--- src/dar_defs.svh ---
// dar_defs.svh: named constants of the dual result serial readout
// Assumes a 200 MHz local clock on the host end and a host-made serial clock
`ifndef DAR_DEFS_SVH
`define DAR_DEFS_SVH

// ****************************************
// Word and frame layout
// ****************************************
`define DAR_RES_W         14
`define DAR_CNT_W         5
`define DAR_FRAME_EDGES   19
`define DAR_CFG_EDGES     14
`define DAR_SAMPLE_FIRST  2
`define DAR_SAMPLE_LAST   15
`define DAR_BUF_DEPTH     2
`define DAR_BUF_CNT_W     2
`define DAR_TMR_W         16

// ****************************************
// Times in their own units, cycle counts derived
// ****************************************
`define DAR_CLK_NS        5
`define DAR_SCLK_MIN_KHZ  200
`define DAR_SCLK_MAX_MHZ  34
`define DAR_SCLK_SLOW_MHZ 20
`define DAR_CONV_MAX_NS   560
`define DAR_CONV_SLOW_NS  950
`define DAR_OFF_EDGE_NS   15
`define DAR_ACCESS_LO_NS  29
`define DAR_ACCESS_HI_NS  23
`define DAR_DIN_SETUP_NS  3
`define DAR_OFF_CS_NS     13
`define DAR_QUIET_NS      13
`define DAR_CS_SETUP_NS   10
`define DAR_CAL_HIGH_NS   2000
`define DAR_CAL_TO_CS_NS  2000
`define DAR_PWRUP_NS      240000
`define DAR_PWRUP_EXT_NS  15000
`define DAR_CYC_MIN(ns)   (((ns) + `DAR_CLK_NS - 1) / `DAR_CLK_NS)
// Half period of the serial clock: 4 cycles gives 25 MHz at even duty
`define DAR_SCLK_HALF     4

`endif

--- src/dar_pkg.sv ---
// dar_pkg.sv: types shared by both ends of the readout link
// Assumes dar_defs.svh is found on the include path
`default_nettype none
`include "dar_defs.svh"
package dar_pkg;
    // Result and configuration word
    typedef logic [`DAR_RES_W-1:0] dar_word_t;
    // Host sequencer states, one-hot
    typedef enum logic [5:0]
    {
        HS_PWRUP = 6'h01,
        HS_IDLE  = 6'h02,
        HS_CAL   = 6'h04,
        HS_SETUP = 6'h08,
        HS_FRAME = 6'h10,
        HS_QUIET = 6'h20
    } dar_hstate_e;
endpackage
`default_nettype wire

--- src/dar_if.sv ---
// dar_if.sv: pins between host and converter readout
// Assumes the bench resolves each result line from its data and enable
`timescale 1ns/1ps
`default_nettype none
interface dar_if;
    logic cs_n;
    logic sclk;
    logic cfg_din;
    logic cal;
    logic res_first_o;
    logic res_first_oe;
    logic res_second_o;
    logic res_second_oe;

    // Host drives the frame, reads both result lines
    modport host
    (
        output cs_n, sclk, cfg_din, cal,
        input  res_first_o, res_first_oe, res_second_o, res_second_oe
    );
    // Converter end answers on the result lines
    modport dev
    (
        input  cs_n, sclk, cfg_din, cal,
        output res_first_o, res_first_oe, res_second_o, res_second_oe
    );
endinterface
`default_nettype wire

--- src/dar_host.sv ---
// dar_host.sv: host end of the dual result serial readout
// Assumes dar_defs.svh and dar_pkg come first; the link is joined by dar_if
// Contract
// - Serial clock between 200 kHz and 34 MHz
// - Conversion ends within nineteen serial clocks
// - Results released after nineteenth falling edge
// - New result bit after each falling edge
// - Configuration bit captured on falling edge
// - Chip select high releases both result lines
// - Chip select high 13 ns between frames
// - Serial clock phases each at least 0.4 period
// - Calibration pin held high at least 2 us
// - Wait 2 us after calibration before frame; the host can drop chip select one cycle after cal falls
// - Wait power-up time before relying on conversions
`timescale 1ns/1ps
`default_nettype none
`include "dar_defs.svh"
module dar_host
#(
    parameter int PWRUP_CYC = `DAR_CYC_MIN(`DAR_PWRUP_NS)
)
(
    input  wire logic               i_clock,
    input  wire logic               i_resetn,
    input  wire logic               i_start,
    input  wire dar_pkg::dar_word_t i_cfg_word,
    input  wire logic               i_cal_req,
    output logic                    o_powered,
    output logic                    o_busy,
    output logic                    o_res_valid,
    input  wire logic               i_res_ready,
    output dar_pkg::dar_word_t      o_res_first,
    output dar_pkg::dar_word_t      o_res_second,
    dar_if.host                     bus
);
    import dar_pkg::*;

    // ****************************************
    // Sequencer state
    // ****************************************
    dar_hstate_e           state_r;
    dar_hstate_e           state_nxt;
    logic [`DAR_TMR_W-1:0] tmr_r;
    logic [`DAR_TMR_W-1:0] tmr_nxt;
    logic [`DAR_CNT_W-1:0] fall_r;
    logic [`DAR_CNT_W-1:0] fall_nxt;
    logic                  sclk_r;
    logic                  sclk_nxt;
    logic                  cs_n_r;
    logic                  cs_n_nxt;
    logic                  cal_r;
    logic                  cal_nxt;
    logic                  cfg_r;
    logic                  cfg_nxt;
    logic                  cal_pend_r;
    logic                  cal_pend_nxt;
    dar_word_t             cfg_sh_r;
    dar_word_t             cfg_sh_nxt;
    dar_word_t             rx_a_r;
    dar_word_t             rx_a_nxt;
    dar_word_t             rx_b_r;
    dar_word_t             rx_b_nxt;

    // ****************************************
    // Result line synchronisers and buffer
    // ****************************************
    logic                      a_s1_r;
    logic                      a_s2_r;
    logic                      b_s1_r;
    logic                      b_s2_r;
    dar_word_t                 mem_a [`DAR_BUF_DEPTH];
    dar_word_t                 mem_b [`DAR_BUF_DEPTH];
    logic                      wp_r;
    logic                      rp_r;
    logic [`DAR_BUF_CNT_W-1:0] fill_r;

    // Timer reload values, rounded up to whole cycles
    wire [`DAR_TMR_W-1:0] half_ld  = `DAR_TMR_W'(`DAR_SCLK_HALF - 1);
    wire [`DAR_TMR_W-1:0] setup_ld = `DAR_TMR_W'(`DAR_CYC_MIN(`DAR_CS_SETUP_NS) - 1);
    wire [`DAR_TMR_W-1:0] quiet_ld = `DAR_TMR_W'(`DAR_CYC_MIN(`DAR_QUIET_NS) - 1);
    wire [`DAR_TMR_W-1:0] cal_ld   = `DAR_TMR_W'(`DAR_CYC_MIN(`DAR_CAL_HIGH_NS) - 1);
    wire [`DAR_TMR_W-1:0] pwr_ld   = `DAR_TMR_W'(PWRUP_CYC - 1);

    // Frame decode
    wire tmr_done  = tmr_r == '0;
    wire buf_full  = fill_r == `DAR_BUF_CNT_W'(`DAR_BUF_DEPTH);
    wire last_fall = fall_r == `DAR_CNT_W'(`DAR_FRAME_EDGES);
    wire take_bit  = (fall_r >= `DAR_CNT_W'(`DAR_SAMPLE_FIRST)) &&
                     (fall_r <= `DAR_CNT_W'(`DAR_SAMPLE_LAST));
    wire in_frame  = state_r == HS_FRAME;
    wire frame_end = in_frame && tmr_done && !sclk_r && last_fall;
    wire cal_take  = (state_r == HS_IDLE) && cal_pend_r;
    wire push      = frame_end;
    wire pop       = o_res_valid & i_res_ready;

    // Sequencer next state
    always_comb
    begin
        state_nxt  = state_r;
        tmr_nxt    = tmr_done ? tmr_r : tmr_r - `DAR_TMR_W'(1);
        fall_nxt   = fall_r;
        sclk_nxt   = sclk_r;
        cs_n_nxt   = cs_n_r;
        cal_nxt    = cal_r;
        cfg_nxt    = cfg_r;
        cfg_sh_nxt = cfg_sh_r;
        rx_a_nxt   = rx_a_r;
        rx_b_nxt   = rx_b_r;
        unique case (state_r)
            HS_PWRUP:
            begin
                if (tmr_done)
                    state_nxt = HS_IDLE;
            end
            HS_IDLE:
            begin
                if (cal_pend_r)
                begin
                    state_nxt = HS_CAL;
                    cal_nxt   = 1'b1;
                    tmr_nxt   = cal_ld;
                end
                else if (i_start && !buf_full)
                begin
                    state_nxt  = HS_SETUP;
                    cs_n_nxt   = 1'b0;
                    tmr_nxt    = setup_ld;
                    fall_nxt   = '0;
                    cfg_nxt    = i_cfg_word[`DAR_RES_W-1];
                    cfg_sh_nxt = {i_cfg_word[`DAR_RES_W-2:0], 1'b0};
                end
            end
            HS_CAL:
            begin
                if (tmr_done)
                begin
                    state_nxt = HS_IDLE;
                    cal_nxt   = 1'b0;
                end
            end
            HS_SETUP:
            begin
                if (tmr_done)
                begin
                    state_nxt = HS_FRAME;
                    tmr_nxt   = half_ld;
                end
            end
            HS_FRAME:
            begin
                if (tmr_done && sclk_r)
                begin
                    sclk_nxt = 1'b0;
                    tmr_nxt  = half_ld;
                    fall_nxt = fall_r + `DAR_CNT_W'(1);
                    if (take_bit)
                    begin
                        rx_a_nxt = {rx_a_r[`DAR_RES_W-2:0], a_s2_r};
                        rx_b_nxt = {rx_b_r[`DAR_RES_W-2:0], b_s2_r};
                    end
                end
                else if (tmr_done)
                begin
                    sclk_nxt   = 1'b1;
                    tmr_nxt    = half_ld;
                    cfg_nxt    = cfg_sh_r[`DAR_RES_W-1];
                    cfg_sh_nxt = {cfg_sh_r[`DAR_RES_W-2:0], 1'b0};
                    if (last_fall)
                    begin
                        state_nxt = HS_QUIET;
                        cs_n_nxt  = 1'b1;
                        tmr_nxt   = quiet_ld;
                    end
                end
            end
            HS_QUIET:
            begin
                if (tmr_done)
                    state_nxt = HS_IDLE;
            end
        endcase
    end

    // Calibration request is sticky; a new request wins over the take
    assign cal_pend_nxt = i_cal_req | (cal_pend_r & ~cal_take);

    // Sequencer registers
    always_ff @(posedge i_clock or negedge i_resetn)
    begin
        if (!i_resetn)
        begin
            state_r <= HS_PWRUP;
            tmr_r   <= pwr_ld;
            fall_r  <= '0;
            sclk_r  <= 1'b1;
            cs_n_r  <= 1'b1;
            cal_r   <= 1'b0;
            cfg_r   <= 1'b0;
        end
        else
        begin
            state_r <= state_nxt;
            tmr_r   <= tmr_nxt;
            fall_r  <= fall_nxt;
            sclk_r  <= sclk_nxt;
            cs_n_r  <= cs_n_nxt;
            cal_r   <= cal_nxt;
            cfg_r   <= cfg_nxt;
        end
    end

    // Shift registers and pending calibration
    always_ff @(posedge i_clock or negedge i_resetn)
    begin
        if (!i_resetn)
        begin
            cal_pend_r <= 1'b0;
            cfg_sh_r   <= '0;
            rx_a_r     <= '0;
            rx_b_r     <= '0;
        end
        else
        begin
            cal_pend_r <= cal_pend_nxt;
            cfg_sh_r   <= cfg_sh_nxt;
            rx_a_r     <= rx_a_nxt;
            rx_b_r     <= rx_b_nxt;
        end
    end

    // Result lines pass two flip-flops before use
    always_ff @(posedge i_clock or negedge i_resetn)
    begin
        if (!i_resetn)
        begin
            {a_s1_r, a_s2_r} <= '0;
            {b_s1_r, b_s2_r} <= '0;
        end
        else
        begin
            {a_s1_r, a_s2_r} <= {bus.res_first_o, a_s1_r};
            {b_s1_r, b_s2_r} <= {bus.res_second_o, b_s1_r};
        end
    end

    // Two-entry result buffer; a full buffer holds off the next frame
    always_ff @(posedge i_clock or negedge i_resetn)
    begin
        if (!i_resetn)
        begin
            wp_r   <= 1'b0;
            rp_r   <= 1'b0;
            fill_r <= '0;
        end
        else
        begin
            if (push)
                wp_r <= ~wp_r;
            if (pop)
                rp_r <= ~rp_r;
            if (push && !pop)
                fill_r <= fill_r + `DAR_BUF_CNT_W'(1);
            else if (pop && !push)
                fill_r <= fill_r - `DAR_BUF_CNT_W'(1);
        end
    end

    // Buffer storage, written at frame end
    always_ff @(posedge i_clock)
    begin
        if (push)
        begin
            mem_a[wp_r] <= rx_a_r;
            mem_b[wp_r] <= rx_b_r;
        end
    end

    // User side outputs
    assign o_res_valid  = fill_r != '0;
    assign o_res_first  = mem_a[rp_r];
    assign o_res_second = mem_b[rp_r];
    assign o_powered    = state_r != HS_PWRUP;
    assign o_busy       = (state_r != HS_IDLE) | cal_pend_r;

    // Link pins
    assign bus.cs_n    = cs_n_r;
    assign bus.sclk    = sclk_r;
    assign bus.cfg_din = cfg_r;
    assign bus.cal     = cal_r;
endmodule
`default_nettype wire

--- src/flat_wrapper.sv ---
// flat-port wrapper written by rule: the top's interface ports become plain ports
module dar_host_flat import dar_pkg::*;
#(
    parameter int PWRUP_CYC = `DAR_CYC_MIN(`DAR_PWRUP_NS)
)
  (i_clock, i_resetn, i_start, i_cfg_word, i_cal_req, o_powered, o_busy, o_res_valid, i_res_ready, o_res_first, o_res_second, bus_cs_n, bus_sclk, bus_cfg_din, bus_cal, bus_res_first_o, bus_res_first_oe, bus_res_second_o, bus_res_second_oe);
  dar_if bus_i ();
  input  wire logic i_clock;
  input  wire logic i_resetn;
  input  wire logic i_start;
  input  wire dar_pkg::dar_word_t i_cfg_word;
  input  wire logic i_cal_req;
  output logic o_powered;
  output logic o_busy;
  output logic o_res_valid;
  input  wire logic i_res_ready;
  output dar_pkg::dar_word_t o_res_first;
  output dar_pkg::dar_word_t o_res_second;
  output wire logic [$bits(bus_i.cs_n)-1:0] bus_cs_n;
  output wire logic [$bits(bus_i.sclk)-1:0] bus_sclk;
  output wire logic [$bits(bus_i.cfg_din)-1:0] bus_cfg_din;
  output wire logic [$bits(bus_i.cal)-1:0] bus_cal;
  input wire logic [$bits(bus_i.res_first_o)-1:0] bus_res_first_o;
  input wire logic [$bits(bus_i.res_first_oe)-1:0] bus_res_first_oe;
  input wire logic [$bits(bus_i.res_second_o)-1:0] bus_res_second_o;
  input wire logic [$bits(bus_i.res_second_oe)-1:0] bus_res_second_oe;
  assign bus_cs_n = bus_i.cs_n;
  assign bus_sclk = bus_i.sclk;
  assign bus_cfg_din = bus_i.cfg_din;
  assign bus_cal = bus_i.cal;
  assign bus_i.res_first_o = bus_res_first_o;
  assign bus_i.res_first_oe = bus_res_first_oe;
  assign bus_i.res_second_o = bus_res_second_o;
  assign bus_i.res_second_oe = bus_res_second_oe;
  dar_host #(.PWRUP_CYC(PWRUP_CYC)) u_core (.i_clock(i_clock), .i_resetn(i_resetn), .i_start(i_start), .i_cfg_word(i_cfg_word), .i_cal_req(i_cal_req), .o_powered(o_powered), .o_busy(o_busy), .o_res_valid(o_res_valid), .i_res_ready(i_res_ready), .o_res_first(o_res_first), .o_res_second(o_res_second), .bus(bus_i));
endmodule
--- config.mk ---
export PLATFORM = sky130hd
export DESIGN_NAME = dar_host_flat
export DESIGN_NICKNAME = d
export VERILOG_FILES = /design/src/dar_pkg.sv /design/src/dar_if.sv /design/src/dar_host.sv /design/src/flat_wrapper.sv
export VERILOG_INCLUDE_DIRS = /design/src
export SDC_FILE = /design/constraint.sdc
export NUM_CORES = 1
export LEC_CHECK = 0
export ABC_AREA = 0
export BUFFER_PORTS_ARGS = -buffer_cell sky130_fd_sc_hd__buf_2
export CELL_PAD_IN_SITES_DETAIL_PLACEMENT = 1
export CELL_PAD_IN_SITES_GLOBAL_PLACEMENT = 1
export CORE_MARGIN = 3
export CORE_UTILIZATION = 52
export CTS_CLUSTER_DIAMETER = 60
export DETAILED_ROUTE_END_ITERATION = 10
export GPL_TIMING_DRIVEN = 0
export PLACE_DENSITY_LB_ADDON = 0.08
export SLEW_MARGIN = 20
export SYNTH_ARGS = -nofsm -noshare
export SYNTH_HDL_FRONTEND = slang
export SYNTH_SLANG_ARGS = --single-unit
--- constraint.sdc ---
create_clock -name i_clock -period 6.9 [get_ports i_clock]
set_input_delay 1.38 -clock i_clock [delete_from_list [all_inputs] [get_ports i_clock]]
set_output_delay 1.38 -clock i_clock [all_outputs]
set_load 0.01 [all_outputs]
### Word level (Yosys, flattened, before mapping)

Memory sizes are Yosys's and may differ from the RTL's.
Cells that the tools add are included.

* flip-flop bits (word level): 82
* logic and storage cells: 126
* memory bits (writable): 56
* memories: 2
* input port bits: 23
* output and inout port bits: 35

Memory list
* u_core.mem_a: depth 2, width 14, rd ports 1, clocked after Yosys merged registers in 0, write ports 1, line dar_host.sv:71 `` dar_word_t mem_a [`DAR_BUF_DEPTH]; ``
* u_core.mem_b: depth 2, width 14, rd ports 1, clocked after Yosys merged registers in 0, write ports 1, line dar_host.sv:72 `` dar_word_t mem_b [`DAR_BUF_DEPTH]; ``

* reduce and logical (&&, ||, !) cells: 27
* equality and inequality tests: 21
* add/sub/neg operators: 4
* mux-type cells: 45
* $lt $le $gt $ge: 2
* bitwise logic cells: 7

Operators with widths (count)
* two-way mux 16 bit: 6
* two-way mux 14 bit: 4
* one-hot mux 16 bit (3 select lines): 1
* two-way mux 6 bit: 7
* one-hot mux 14 bit (2 select lines): 1
* one-hot mux 6 bit (4 select lines): 1
* zero test 16 bit: 1
* two-way mux 1 bit: 16
* subtractor 16 x 1 -> 16 bit, second input constant: 1
* two-way mux 5 bit: 3
* != test 2 x 1 -> 1 bit, second input constant: 6
* AND reduction 6 bit: 2
* one-hot mux 5 bit (2 select lines): 1
* nonzero test 2 bit: 5
* logical AND 1 bit: 9
* != test 2 bit, second input constant: 4
* == test 6 x 1 -> 1 bit, second input constant: 1
* == test 6 x 2 -> 1 bit, second input constant: 1
* == test 6 x 3 -> 1 bit, second input constant: 1
* == test 6 x 4 -> 1 bit, second input constant: 1
* == test 6 x 5 -> 1 bit, second input constant: 1
* == test 6 bit, second input constant: 1
* != test 6 x 1 -> 1 bit, second input constant: 1
* != test 6 x 2 -> 1 bit, second input constant: 1
* other kinds (19): 30

### Depth between registers and ports, before layout

* depth in word-level cells: 8
* gate-level depth with buffers: 11
* depth with buffers taken out: 9

### Worst setup path after synthesis

OpenSTA, ideal clock, no wires.

* path type: reg-to-reg
* from: register u_core.tmr_r[0]
* to: memory u_core.mem_a[0][0] (netlist bit), enable pin
* arrival time: 3128 ps
* data required time: 6484 ps
* clock period less this slack: 3545 ps
* path buffers: 2
* path slack: 3355 ps
* cell stages (with the launch flop): 9
* setup time: 416 ps
* path through: dfstp_2 > inv_1 > ha_1 > nor4b_1 > and4_1 > buf_2 > and3_1 > clkbuf_1 > nor2b_1

* cells in the longest elaborated chain, start to end: 6

Ends and longest elaborated chain
* start, declared: line dar_host.sv:43 `` logic [`DAR_TMR_W-1:0] tmr_r; ``
* start signal, assigned: line dar_host.sv:193 `tmr_r <= pwr_ld;`
* start signal, assigned: line dar_host.sv:203 `tmr_r <= tmr_nxt;`
* zero test 16 bit: line dar_host.sv:85 `wire tmr_done = tmr_r == '0;`
* logical AND 1 bit (3 in a row): line dar_host.sv:91 `wire frame_end = in_frame && tmr_done && !sclk_r && last_fall;`
* via u_core.frame_end: line dar_host.sv:91
* two-way mux 1 bit: line dar_host.sv:271 `if (push)`
* two-way mux 1 bit (implied by the code): line dar_host.sv:273 `mem_a[wp_r] <= rx_a_r;`
* end, declared: line dar_host.sv:71

The timed path passes the listed nets, and every way through them passes these cells.

### Worst setup path in the final report

* from: register u_core.rp_r
* to: output o_res_second[7]

* cells in the longest elaborated chain, start to end: 1

Ends and longest elaborated chain
* start, declared: line dar_host.sv:74 `logic rp_r;`
* start signal, assigned: line dar_host.sv:260 `rp_r <= ~rp_r;`
* memory (2 x 14 bit)
* end, declared: line flat_wrapper.sv:18 `output dar_pkg::dar_word_t o_res_second;`

No other way between the ends.

==> key figures <==
Status
  – Status: complete, no violations

Min path
  – Worst hold stages: 0
  – Hold endpoint: u_core.a_s2_r$_DFF_PN0_
  – Worst Min Path Start: u_core.a_s1_r$_DFF_PN0_
  – Min-delay worst type: register to register

Clocking
  – Clk sinks: 137
  – Worst skew pair latency: 0.42 ns
  – Clk slew on worst S/H paths: 0.06 ns
  – Setup bufs post-CTS: 0
  – CTS tree: yes
  – Cts bufs inserted: 17
  – Largest buffer count on any clock path: 2
  – CTS Hold Bufs: 0
  – # H-tree levels: 4
  – PostCTS Resize Cnt: 0
  – Clock Root Buffer: clkbuf_16

Timing
  – Worst-margin pin slew: 0.9269 ns
  – Setup Viol. Count Final: 0
  – Clk_skew: 0.01197 ns
  – Fmax: 0.2706 GHz
  – Fin crit share: 0.5356
  – Crit path time final: 3.696 ns
  – Max_slew headroom: 0.3661
  – Slew Viols, Final: 0
  – Setup_tns: 0 ns
  – Final Hold Viols: 0
  – RSZ-0062 raised after global routing: false

Worst setup path
  – Slowest-stage cell, CP: buf_1
  – Startpoint types: register
  – Crit path DAT: 2.32 ns
  – Crit path kind: register to output pin
  – CP cell instances: clkbuf_1 > buf_1 > mux2_2 > buf_2
  – CP Max Fanout: 10
  – Reg2reg start: u_core.tmr_r[1]$_DFF_PN1_
  – CP Capture Type: output pin
  – R2R depth: 8
  – Required time of the critical path: 5.52 ns
  – Worst path max stage delay: 0.54 ns
  – Flop2flop setup slack: 3.42 ns
  – FF-to-FF End: u_core.mem_a[1][11]$_DFFE_PP_

Detailed routing
  – Post-route antenna net violation count: 0
  – First-pass detailed-route iteration total: 4
  – Met3 wire length: 388 µm
  – Vias per inst: 5.633
  – Vias after detailed routing: 3611
  – Final wirelength: 13.02 mm
  – Met2 Wirelength: 6.938 mm
  – Top sig layer: met4
  – Wire length per cell: 20.31 µm
  – # DRC: 0
  – Metal-1 WL: 5.472 mm
  – Initial DRC count: 121

Floorplan
  – Placeable Area: 10940 µm²
  – Initial Utilization: 0.5352
  – Die height: 112.1 µm
  – FP Rows: 38
  – Chip width: 112.1 µm
  – I/O pin count: 58
  – Die area: 12570 µm²

Placed design
  – RD Place Congestion: 0.8658
  – Post-detailed-placement half-perimeter wirelength: 7.650 mm
  – Placed Area: 6370 µm²
  – Post-Place Cells: 609
  – PortBufs: 55

Run
  – Max Cap Viol: 0

Yosys
  – Seq/Total Area, Yosys: 0.6370
  – Mapped Nets: 442
  – Synth async-reset ratio: 0.5912
  – Yosys cell types: 54
  – Post-synthesis register bit count: 137
  – Synth Warn #: 0
  – Syn Std Cell Area: 5853 µm²
  – Mapped Cells: 412
  – Avg Synthesized Cell Area: 14.21 µm²
  – Number of flops mapped to enable cells by yosys: 56
  – Ys flop type: dfrtp_1

Cells and area
  – Share of cells above drive strength 1: 0.3533
  – Area delta synth->final: 19.26%
  – N_diodes: 0
  – Fillers: 1061
  – Commonest non-fill, non-tap cell in the layout: dfrtp_1
  – Fin cells: 641
  – NumNets Final: 518
  – Final Cell Area: 6980 µm²
  – Area of the multi-input gates: 2012 µm²
  – Commonest non-fill, non-tap cells in the layout: dfrtp_1, buf_2, edfxtp_1
  – Register Area: 3729 µm²

Global routing
  – GRT Residual Overflow: 0
  – Largest net degree at the start of global routing: 54
  – Number of global-route vias before repair: 4039
  – First-pass GRT wire length: 21.75 mm
  – Initial antenna violation count: 0
  – Total GRT Usage: 0.2228

Power
  – Maximum VDD drop: 180.1 µV
  – Tot Pwr: 2.114 mW
  – Leakage power: 2.707 nW
  – Power Dens Cells: 302.9 nW/µm²
[worst max path at each step]
| stage | to | start | cells after the start |
|---|---|---|---|
| after CTS | o_res_second[7] | u_core.rp_r$_DFFE_PN0P_ | 4 |
| after global placement | u_core.mem_b[0][10]$_DFFE_PP_ | u_core.tmr_r[0]$_DFF_PN1_ | 8 |
| final | o_res_second[7] | u_core.rp_r$_DFFE_PN0P_ | 4 |
| after global routing | o_res_second[7] | u_core.rp_r$_DFFE_PN0P_ | 4 |
| after detailed placement | u_core.mem_a[1][9]$_DFFE_PP_ | u_core.tmr_r[0]$_DFF_PN1_ | 8 |
| after floorplan | u_core.mem_a[0][0]$_DFFE_PP_ | u_core.tmr_r[0]$_DFF_PN1_ | 8 |
[metal layers]
metal,up-vias,global-route usage
met5,-,0
met4,0,0.07452
met3,20,0.04852
met2,68,0.3890
met1,1856,0.2761
li1,1667,-
[registers in the layout, indices dropped and copies added, names as in the netlist]
name / cells
u_core.rx_a_r: 14
u_core.a_s1_r: 1
u_core.state_r: 6
u_core.bus.sclk: 1
u_core.mem_b: 28
u_core.b_s1_r: 1
u_core.fill_r: 2
u_core.bus.cs_n: 1
u_core.cfg_sh_r: 13
u_core.rx_b_r: 14
u_core.mem_a: 28
u_core.a_s2_r: 1
u_core.b_s2_r: 1
u_core.bus.cfg_din: 1
u_core.wp_r: 1
u_core.fall_r: 5
u_core.tmr_r: 16
u_core.rp_r: 1
u_core.bus.cal: 1
u_core.cal_pend_r: 1
[critical path, delay by kind of cell, from the launching register on]
family                 cells  cell delay, ns
flip-flops                 1            0.37
multiplexers               1            0.42
buffers and inverters      3            1.11
[synthesized netlist by cell type, types with 3 or more instances]
cell type  number  share of area
mux2_4         20          0.051
nand3_1         9         0.0077
dfrtp_1        65           0.28
a21oi_1         7         0.0060
nor2_1         19          0.012
clkbuf_1        6         0.0038
and2_1          5         0.0053
or2_2           3         0.0032
edfxtp_1       56           0.29
ha_1            7          0.015
and3_1          3         0.0032
mux2i_1        15          0.026
inv_1          10         0.0064
buf_6           3         0.0058
or4_1           4         0.0051
o21ai_0        21          0.018
a21o_1          6         0.0077
nand2_1        27          0.017
mux2_2         36          0.069
buf_2           4         0.0034
xor2_1          7          0.010
xnor2_1        12          0.018
nor3_1          4         0.0034
dfstp_2        16          0.072
o31ai_1         3         0.0038
nor4_1          8         0.0086
[cell families after synthesis]
group,after synthesis,synth area share
mux,71,0.1462
simple gates,96,0.08465
xor+xnor,19,0.02843
fa+ha+maj,7,0.01496
compound gates,57,0.06798
flops,137,0.6370
buf+inv,25,0.02074
[final cells by class]
| class | count | share of cell area |
|---|---|---|
| plain buffers | 15 | 0.01201 |
| clock buffers | 19 | 0.06345 |
| clock inverters | 13 | 0.02402 |
| inverters | 10 | 0.005377 |
| multi-input cells | 250 | 0.2882 |
| flip-flops and latches | 137 | 0.5341 |
| well taps | 140 | 0.02509 |
| repair buffers | 57 | 0.04768 |
[report_power, final]
group	internal [mW]	switching [mW]	total [mW]
Combinational	0.0932	0.106	0.199
Sequential	0.910	0.0637	0.974
Clock	0.582	0.360	0.941
[stage by stage]
stage / worst slack (ns) / hold slack, ns / utilization
finish: 3.204 / 0.3578 / 0.6383
global route: 3.038 / 0.3767 / 0.6383
CTS: 3.111 / 0.3602 / 0.6383
detailed placement: 3.599 / 0.3442 / 0.5825
global placement: 2.283 / 0.3365 / 0.5764
floorplan: 3.355 / 0.3312 / -
No activity file was read; power rests on OpenSTA's default activity.
